<file path="src/logic/sol_pkg.sv">
// package for the pwm shutdown output level block
package sol_pkg;
   localparam int          NUM_OUT          = 6;
   localparam int          ADDR_W           = 4;
   localparam logic [3:0]  LEVEL_ADDR       = 4'h0;
   localparam logic [3:0]  CTRL_ADDR        = 4'h1;
   localparam logic [3:0]  SRC_ADDR         = 4'h2;
   localparam logic [3:0]  STATUS_ADDR      = 4'h3;
   localparam logic [7:0]  LEVEL_RESET      = 8'h00;
   localparam logic [7:0]  LEVEL_MASK       = 8'h3F;
   localparam int          CTRL_EN_BIT      = 0;
   localparam int          CTRL_RESTART_BIT = 1;
   localparam int          STAT_EVENT_BIT   = 0;
   localparam int          STAT_IRQ_BIT     = 1;
   localparam int          NUM_SRC          = 5;
   // level bit positions for outputs A..F
   localparam int          LVL_A_BIT        = 0;
   localparam int          LVL_B_BIT        = 1;
   localparam int          LVL_C_BIT        = 2;
   localparam int          LVL_D_BIT        = 3;
   localparam int          LVL_E_BIT        = 4;
   localparam int          LVL_F_BIT        = 5;

   typedef struct packed {
      logic [ADDR_W-1:0] addr;
      logic [7:0]        wdata;
      logic              wr;
      logic              rd;
   } sol_bus_s;
endpackage

</file>
<file path="src/logic/sol_shutdown_level.sv">
// shutdown level register and output forcing for six pwm outputs
//
// The plain strobed port and the placing of the registers were left to the implementer.
`timescale 1ns/100ps

module sol_shutdown_level
   import sol_pkg::*;
(
   input  wire logic               clk,
   input  wire logic               rst_n,
   input  wire sol_bus_s           bus,
   output logic [7:0]              rdata,
   input  wire logic [NUM_SRC-1:0] src_in,
   input  wire logic [NUM_OUT-1:0] pwm_in,
   output logic [NUM_OUT-1:0]      pwm_out,
   output logic                    shutdown_active
);
   logic [7:0]         level_q;
   logic [1:0]         ctrl_q;
   logic [NUM_SRC-1:0] sel_q;
   logic               event_q;
   logic               irq_q;
   logic [NUM_SRC-1:0] s1_q;
   logic [NUM_SRC-1:0] s2_q;
   logic [NUM_SRC-1:0] s3_q;
   logic [NUM_SRC-1:0] src_q;
   logic [NUM_SRC-1:0] src_d;
   logic               trip;
   logic               shut_d;
   logic [NUM_OUT-1:0] out_d;

   // three-stage sampling; a change counts once stages two and three agree
   always_ff @(posedge clk)
   begin
      if (!rst_n)
      begin
         s1_q  <= '0;
         s2_q  <= '0;
         s3_q  <= '0;
         src_q <= '0;
      end
      else
      begin
         s1_q <= src_in;
         s2_q <= s1_q;
         s3_q <= s2_q;
         src_q <= src_d;
      end
   end

   // a source bit moves on only once stages two and three agree
   for (genvar g = 0; g < NUM_SRC; g++)
   begin : g_src
      assign src_d[g] = (s2_q[g] == s3_q[g]) ? s3_q[g] : src_q[g];
   end

   // trip needs the enable and one selected, filtered source
   assign trip = ctrl_q[CTRL_EN_BIT] && |(src_q & sel_q);

   // register writes; unmapped addresses are ignored

   always_ff @(posedge clk)
   begin
      if (!rst_n)
      begin
         level_q <= LEVEL_RESET;
         ctrl_q  <= '0;
         sel_q   <= '0;
      end
      else if (bus.wr)
      begin
         if (bus.addr == LEVEL_ADDR)
            level_q <= bus.wdata & LEVEL_MASK;
         else if (bus.addr == CTRL_ADDR)
            ctrl_q <= bus.wdata[CTRL_RESTART_BIT:CTRL_EN_BIT];
         else if (bus.addr == SRC_ADDR)
            sel_q <= bus.wdata[NUM_SRC-1:0];
      end
   end

   // status: hardware set wins over software write-one-to-clear
   always_ff @(posedge clk)
   begin
      if (!rst_n)
      begin
         event_q <= 1'b0;
         irq_q   <= 1'b0;
      end
      else
      begin
         if (trip)
            event_q <= 1'b1;
         else if (ctrl_q[CTRL_RESTART_BIT])
            event_q <= 1'b0;
         else if (bus.wr && bus.addr == STATUS_ADDR && bus.wdata[STAT_EVENT_BIT])
            event_q <= 1'b0;
         if (trip)
            irq_q <= 1'b1;
         else if (bus.wr && bus.addr == STATUS_ADDR && bus.wdata[STAT_IRQ_BIT])
            irq_q <= 1'b0;
      end
   end

   assign shut_d = trip || (event_q && !ctrl_q[CTRL_RESTART_BIT]);

   // per-output forcing: A..F take level bits 0..5
   for (genvar g = 0; g < NUM_OUT; g++)
   begin : g_force
      assign out_d[g] = shut_d ? level_q[g] : pwm_in[g];
   end

   always_ff @(posedge clk)
   begin
      if (!rst_n)
      begin
         pwm_out         <= '0;
         shutdown_active <= 1'b0;
      end
      else
      begin
         shutdown_active <= shut_d;
         pwm_out <= out_d;
      end
   end

   // read data stands one cycle after the strobe, zero otherwise
   always_ff @(posedge clk)
   begin
      if (!rst_n)
         rdata <= '0;
      else if (bus.rd)
      begin
         if (bus.addr == LEVEL_ADDR)
            rdata <= level_q;
         else if (bus.addr == CTRL_ADDR)
            rdata <= 8'(ctrl_q);
         else if (bus.addr == SRC_ADDR)
            rdata <= 8'(sel_q);
         else if (bus.addr == STATUS_ADDR)
            rdata <= 8'({irq_q, event_q});
         else
            rdata <= '0;
      end
      else
         rdata <= '0;
   end

   // outputs follow the level register while forced
   a_level_force: assert property (@(posedge clk) disable iff (!rst_n)
      shut_d |=> pwm_out == level_q[NUM_OUT-1:0] || $past(bus.wr))
      else $error("shutdown output differs from level");
   a_out_a: assert property (@(posedge clk) disable iff (!rst_n)
      (shut_d && !bus.wr) |=> pwm_out[LVL_A_BIT] == level_q[LVL_A_BIT])
      else $error("output a wrong in shutdown");
   a_out_bc: assert property (@(posedge clk) disable iff (!rst_n)
      (shut_d && !bus.wr) |=> pwm_out[LVL_C_BIT:LVL_B_BIT] == level_q[LVL_C_BIT:LVL_B_BIT])
      else $error("output b or c wrong in shutdown");
   a_out_d: assert property (@(posedge clk) disable iff (!rst_n)
      (shut_d && !bus.wr) |=> pwm_out[LVL_D_BIT] == level_q[LVL_D_BIT])
      else $error("output d wrong in shutdown");
   a_out_e: assert property (@(posedge clk) disable iff (!rst_n)
      (shut_d && !bus.wr) |=> pwm_out[LVL_E_BIT] == level_q[LVL_E_BIT])
      else $error("output e wrong in shutdown");
   a_out_f: assert property (@(posedge clk) disable iff (!rst_n)
      (shut_d && !bus.wr) |=> pwm_out[LVL_F_BIT] == level_q[LVL_F_BIT])
      else $error("output f wrong in shutdown");
   a_upper_zero: assert property (@(posedge clk) disable iff (!rst_n)
      (level_q & ~LEVEL_MASK) == '0)
      else $error("upper level bits not zero");
   a_reset_clear: assert property (@(posedge clk)
      !rst_n |=> level_q == LEVEL_RESET && pwm_out == '0 && !shutdown_active && rdata == '0)
      else $error("reset did not clear state");
   a_level_read: assert property (@(posedge clk) disable iff (!rst_n)
      (bus.rd && bus.addr == LEVEL_ADDR) |=> rdata == $past(level_q))
      else $error("level read back wrong");
   a_ctrl_read: assert property (@(posedge clk) disable iff (!rst_n)
      (bus.rd && bus.addr == CTRL_ADDR) |=> rdata == 8'($past(ctrl_q)))
      else $error("control read back wrong");
   a_sel_read: assert property (@(posedge clk) disable iff (!rst_n)
      (bus.rd && bus.addr == SRC_ADDR) |=> rdata == 8'($past(sel_q)))
      else $error("source select read back wrong");
   a_status_read: assert property (@(posedge clk) disable iff (!rst_n)
      (bus.rd && bus.addr == STATUS_ADDR) |=> rdata == 8'({$past(irq_q), $past(event_q)}))
      else $error("status read back wrong");
   a_unmapped_read: assert property (@(posedge clk) disable iff (!rst_n)
      (bus.rd && bus.addr > STATUS_ADDR) |=> rdata == '0)
      else $error("unmapped read not zero");
   a_rdata_idle: assert property (@(posedge clk) disable iff (!rst_n)
      !bus.rd |=> rdata == '0)
      else $error("read data not idle");
   a_src_agree: assert property (@(posedge clk) disable iff (!rst_n)
      (s2_q == s3_q) |=> src_q == $past(s3_q))
      else $error("filtered source not taken");
   a_trip_flag: assert property (@(posedge clk) disable iff (!rst_n)
      trip |=> irq_q && event_q && shutdown_active)
      else $error("trip did not set flag");
   a_no_enable: assert property (@(posedge clk) disable iff (!rst_n)
      (!ctrl_q[CTRL_EN_BIT] && !event_q) |=> !shutdown_active)
      else $error("forced while disabled");
   a_irq_hold: assert property (@(posedge clk) disable iff (!rst_n)
      (irq_q && !(bus.wr && bus.addr == STATUS_ADDR)) |=> irq_q)
      else $error("irq flag cleared without software");
   a_restart_go: assert property (@(posedge clk) disable iff (!rst_n)
      (!trip && ctrl_q[CTRL_RESTART_BIT]) |=> !shutdown_active)
      else $error("auto restart did not resume");
   a_restart_clear: assert property (@(posedge clk) disable iff (!rst_n)
      (event_q && ctrl_q[CTRL_RESTART_BIT] && !trip) |=> !event_q)
      else $error("auto restart kept event status");
   a_manual_hold: assert property (@(posedge clk) disable iff (!rst_n)
      (event_q && !ctrl_q[CTRL_RESTART_BIT] && !bus.wr) |=> event_q)
      else $error("status cleared without software");
   a_pass_thru: assert property (@(posedge clk) disable iff (!rst_n)
      !shut_d |=> pwm_out == $past(pwm_in))
      else $error("normal pwm not passed");

   // main scenarios
   c_trip: cover property (@(posedge clk) disable iff (!rst_n) trip);
   c_level_forced: cover property (@(posedge clk) disable iff (!rst_n)
      shutdown_active && bus.wr && bus.addr == LEVEL_ADDR);
   c_irq_clear: cover property (@(posedge clk) disable iff (!rst_n)
      irq_q ##1 !irq_q);
   c_restart: cover property (@(posedge clk) disable iff (!rst_n)
      shutdown_active ##1 !shutdown_active);
   c_manual: cover property (@(posedge clk) disable iff (!rst_n)
      event_q && !ctrl_q[CTRL_RESTART_BIT] ##1 !event_q);
endmodule

</file>
<file path="config.mk">
export PLATFORM = sky130hd
export DESIGN_NAME = sol_shutdown_level
export DESIGN_NICKNAME = d
export VERILOG_FILES = /design/src/logic/sol_pkg.sv /design/src/logic/sol_shutdown_level.sv
export SDC_FILE = /design/constraint.sdc
export NUM_CORES = 1
export LEC_CHECK = 0
export BUFFER_PORTS_ARGS = -buffer_cell sky130_fd_sc_hd__clkbuf_2
export CORE_MARGIN = 1.5
export CORE_UTILIZATION = 55
export DETAILED_ROUTE_END_ITERATION = 6
export HOLD_SLACK_MARGIN = 0.1
export PLACE_DENSITY_LB_ADDON = 0.25
export REMOVE_ABC_BUFFERS = 1
export SLEW_MARGIN = 10
export SYNTH_ARGS = -nofsm -noshare
export SYNTH_HDL_FRONTEND = slang
export SYNTH_SLANG_ARGS = --single-unit
</file>
<file path="constraint.sdc">
create_clock -name clk -period 2.81 [get_ports clk]
set_input_delay 0.1405 -clock clk [delete_from_list [all_inputs] [get_ports clk]]
set_output_delay 0.1405 -clock clk [all_outputs]
set_load 0.005 [all_outputs]
</file>
==> metrics <==
Critical Path End Type flip-flop; die height 58.2 um; CP Class flip-flop to flip-flop; RSZ-0062 raised after global routing no; Pwr per Cell Area 574 nW/um^2; syn avg cell area ~10 um^2; post-synth top area share between 50 and 60%; CP peak stage delay 0.39 ns; Comb pwr share under 10%; DP Area roughly 1900 um^2; initial antenna violation count 0; initial detailed-routing violation count 45; CTS tree done; gpl congestion between 0.9 and 1; Worst-Margin Slew ~0.51 ns; slew margin rel. 65.8%; Levels on crit path 4; sequential area share after synthesis between 50% and 60%; final cycle utilization of the critical path between 50% and 60%; async set-reset flop share out of synthesis 0%; Unique masters post-synth 27; run status finished with violations; Slew Limit Fails 0; Seq pwr share a little under three fifths; most numerous cell in the Yosys netlist dfxtp_1; synth warn 0; Resized cells post-CTS 0; number of routed nets with antenna violations 0; Yosys reg bits 48; failing checks design-rule violations; first-pass GRT wire length around 5200 um; post-route cell area between 2000 and 2500 um^2; switching power roughly 0.25 mW; min Tclk post-route ~1.5 ns; layout cell share with drive strength beyond 1 roughly a quarter; Int Power just under 1 mW; DR pass1 iterations 6; vias in the first global route approximately 1300; worst path bufs/invs 0; Hold WC Path Type primary input to flip-flop; Max Clk Rate 0.657 GHz; Fin. Hold Viols 0; routed vias around 1300; die area 3390 um^2; routed vias/inst 5.35; Ant. Diodes 0; area of the multi-input gates about 670 um^2; total CTS buffers 5; clk buf depth 2; crit-path cells a222oi_1, a21oi_1, a21o_1, a22o_1; main flop type after synthesis dfxtp_1; Clock Pin Slew Worst Setup and Hold Paths between 0.1 and 0.15 ns; row count 19; CP required between 3 and 4 ns; Mapped Cells roughly 160; Post-synth EDFFs 0; Routed Wire Length about 3200 um; Die X about 58 um; Synth-to-Final Area Change 27.3%; Worst EP arrival between 1.5 and 2 ns; Switching Fraction 20.1%; core box area between 2000 and 3000 um^2; Fill cells around 200; post-DP HPWL 2140 um; Worst Path Max Fanout 7; CTS root buf clkbuf_4; gr usage total between 20% and 30%; Reg2Reg Depth 4; Top delay family on crit path compound AO/OA/AOI/OAI gates; Synth area leader dfxtp_1; final setup fails 0; CTS sink cnt 48; crit start category flip-flop; FF/Latch Area 961 um^2; htree depth 2; maxcap violations 0; Syn Std Cell Area 1680 um^2; Buffers on Ports 37; nets ~240; WHS Path Cells 3; Remaining DRCs 5; detailed-route wire length per cell about 13 um; slowest CP cell a222oi_1; Clk Latency, worst-skew pair 0.36 ns; IO Count 42; leakage power total ~0.89 nW; synth top area cells dfxtp_1, mux2i_1, and2_1; setup_tns 0 ns; Initial Utilization 59.3%; skew final roughly 0.0066 ns; VDD IR max ~420 uV; total grt overflow 0; pin count of the biggest net entering global routing 30; Post-synth top cells dfxtp_1, nand2_1, and2_1; Clk pwr share roughly 36%
## registers in the layout, indices dropped and copies added (netlist names)
name,count
level_q,6
pwm_out,6
rdata,6
s1_q,5
s2_q,5
s3_q,5
sel_q,5
src_q,5
ctrl_q,2
event_q,1
irq_q,1
shutdown_active,1
## stage by stage
step           total power [mW]  cells  util [%]  hold slack, ns  worst slack, ns
2_1_floorplan             0.743    155         -           0.262             1.44
3_3_place_gp              0.781    223      65.7           0.346             1.32
3_5_place_dp              0.783    223      65.7           0.350             1.29
4_1_cts                    1.24    249      75.5           0.106             1.29
5_1_grt                    1.28    249      75.5           0.117             1.14
6_report                   1.23    249      75.5           0.116             1.29
## layer usage
metal | GRT usage, % | wire length [um] | up-vias | part of all wire [%]
li1 | - | - | 680 | -
met1 | 22.1 | 1330 | 599 | 42
met2 | 36.0 | 1600 | 42 | 50
met3 | 7.81 | 182 | 10 | 5.7
met4 | 8.64 | 81 | 0 | 2.5
met5 | 0 | 0 | - | 0
## final timing paths
kind	start	slack (ns)	end
hold / removal	bus[1]	0.12	level_q[5]$_SDFFE_PN0P_
setup reg to reg	sel_q[0]$_SDFFE_PN0P_	1.29	pwm_out[5]$_SDFF_PN0_
setup / recovery	sel_q[0]$_SDFFE_PN0P_	1.29	pwm_out[5]$_SDFF_PN0_
hold reg to reg	s1_q[1]$_SDFF_PN0_	0.45	s2_q[1]$_SDFF_PN0_
## logic make-up (layout without fill, tap and decap cells)
kind of cell / Yosys count / after routing / share of synthesized area, %
AOI/OAI and AO/OA: 35 / 35 / 14.5
buffers and inverters: 10 / 64 / 2.91
DFF: 48 / 48 / 57.3
muxes: 10 / 10 / 5.97
other: 1 / 2 / 0.224
and+or+nand+nor: 59 / 59 / 19.1
## what timing repair did
item | in CTS | in global routing
endpoints found under the setup margin | 0 | 0
endpoints found under the hold margin | 25 | 0
setup buffers | 0 | 0
hold buffers | 18 | 0
## area by class of cell
class                           instances  area share, %
Sequential cell                        48           45.0
Multi-Input combinational cell        106           31.4
Timing Repair Buffer                   55           17.1
Clock buffer                            7           3.05
Tap cell                               31           1.82
Clock inverter                          1           1.41
Inverter                                1          0.176
## power groups by stage
stage | sequential (mW) | combinational [mW] | clock (mW)
2_1_floorplan | 0.717 | 0.0258 | 0
3_3_place_gp | 0.718 | 0.0636 | 0
3_5_place_dp | 0.718 | 0.0650 | 0
4_1_cts | 0.703 | 0.0850 | 0.447
5_1_grt | 0.705 | 0.0944 | 0.478
6_report | 0.703 | 0.0858 | 0.437
## worst min-delay path: cells and delay by family
| kind | cells | cell delay [ns] |
|---|---|---|
| buffers and inverters | 1 | 0.14 |
| AO/OA/AOI/OAI | 1 | 0.05 |
| AND/OR/NAND/NOR | 1 | 0.10 |
## cell usage in the layout (no fill, tap or decap), types with 5 or more instances in the layout
cell and n:
a21oi_1 12, a22o_1 6, and2_1 15, clkbuf_2 37
clkbuf_4 5, dfxtp_1 48, dlygate4sd3_1 18, mux2i_1 10
nand2_1 16, nand3_1 10, nor2_1 10, o21ai_0 9
Note: power is estimated with default switching activity, not from simulation.
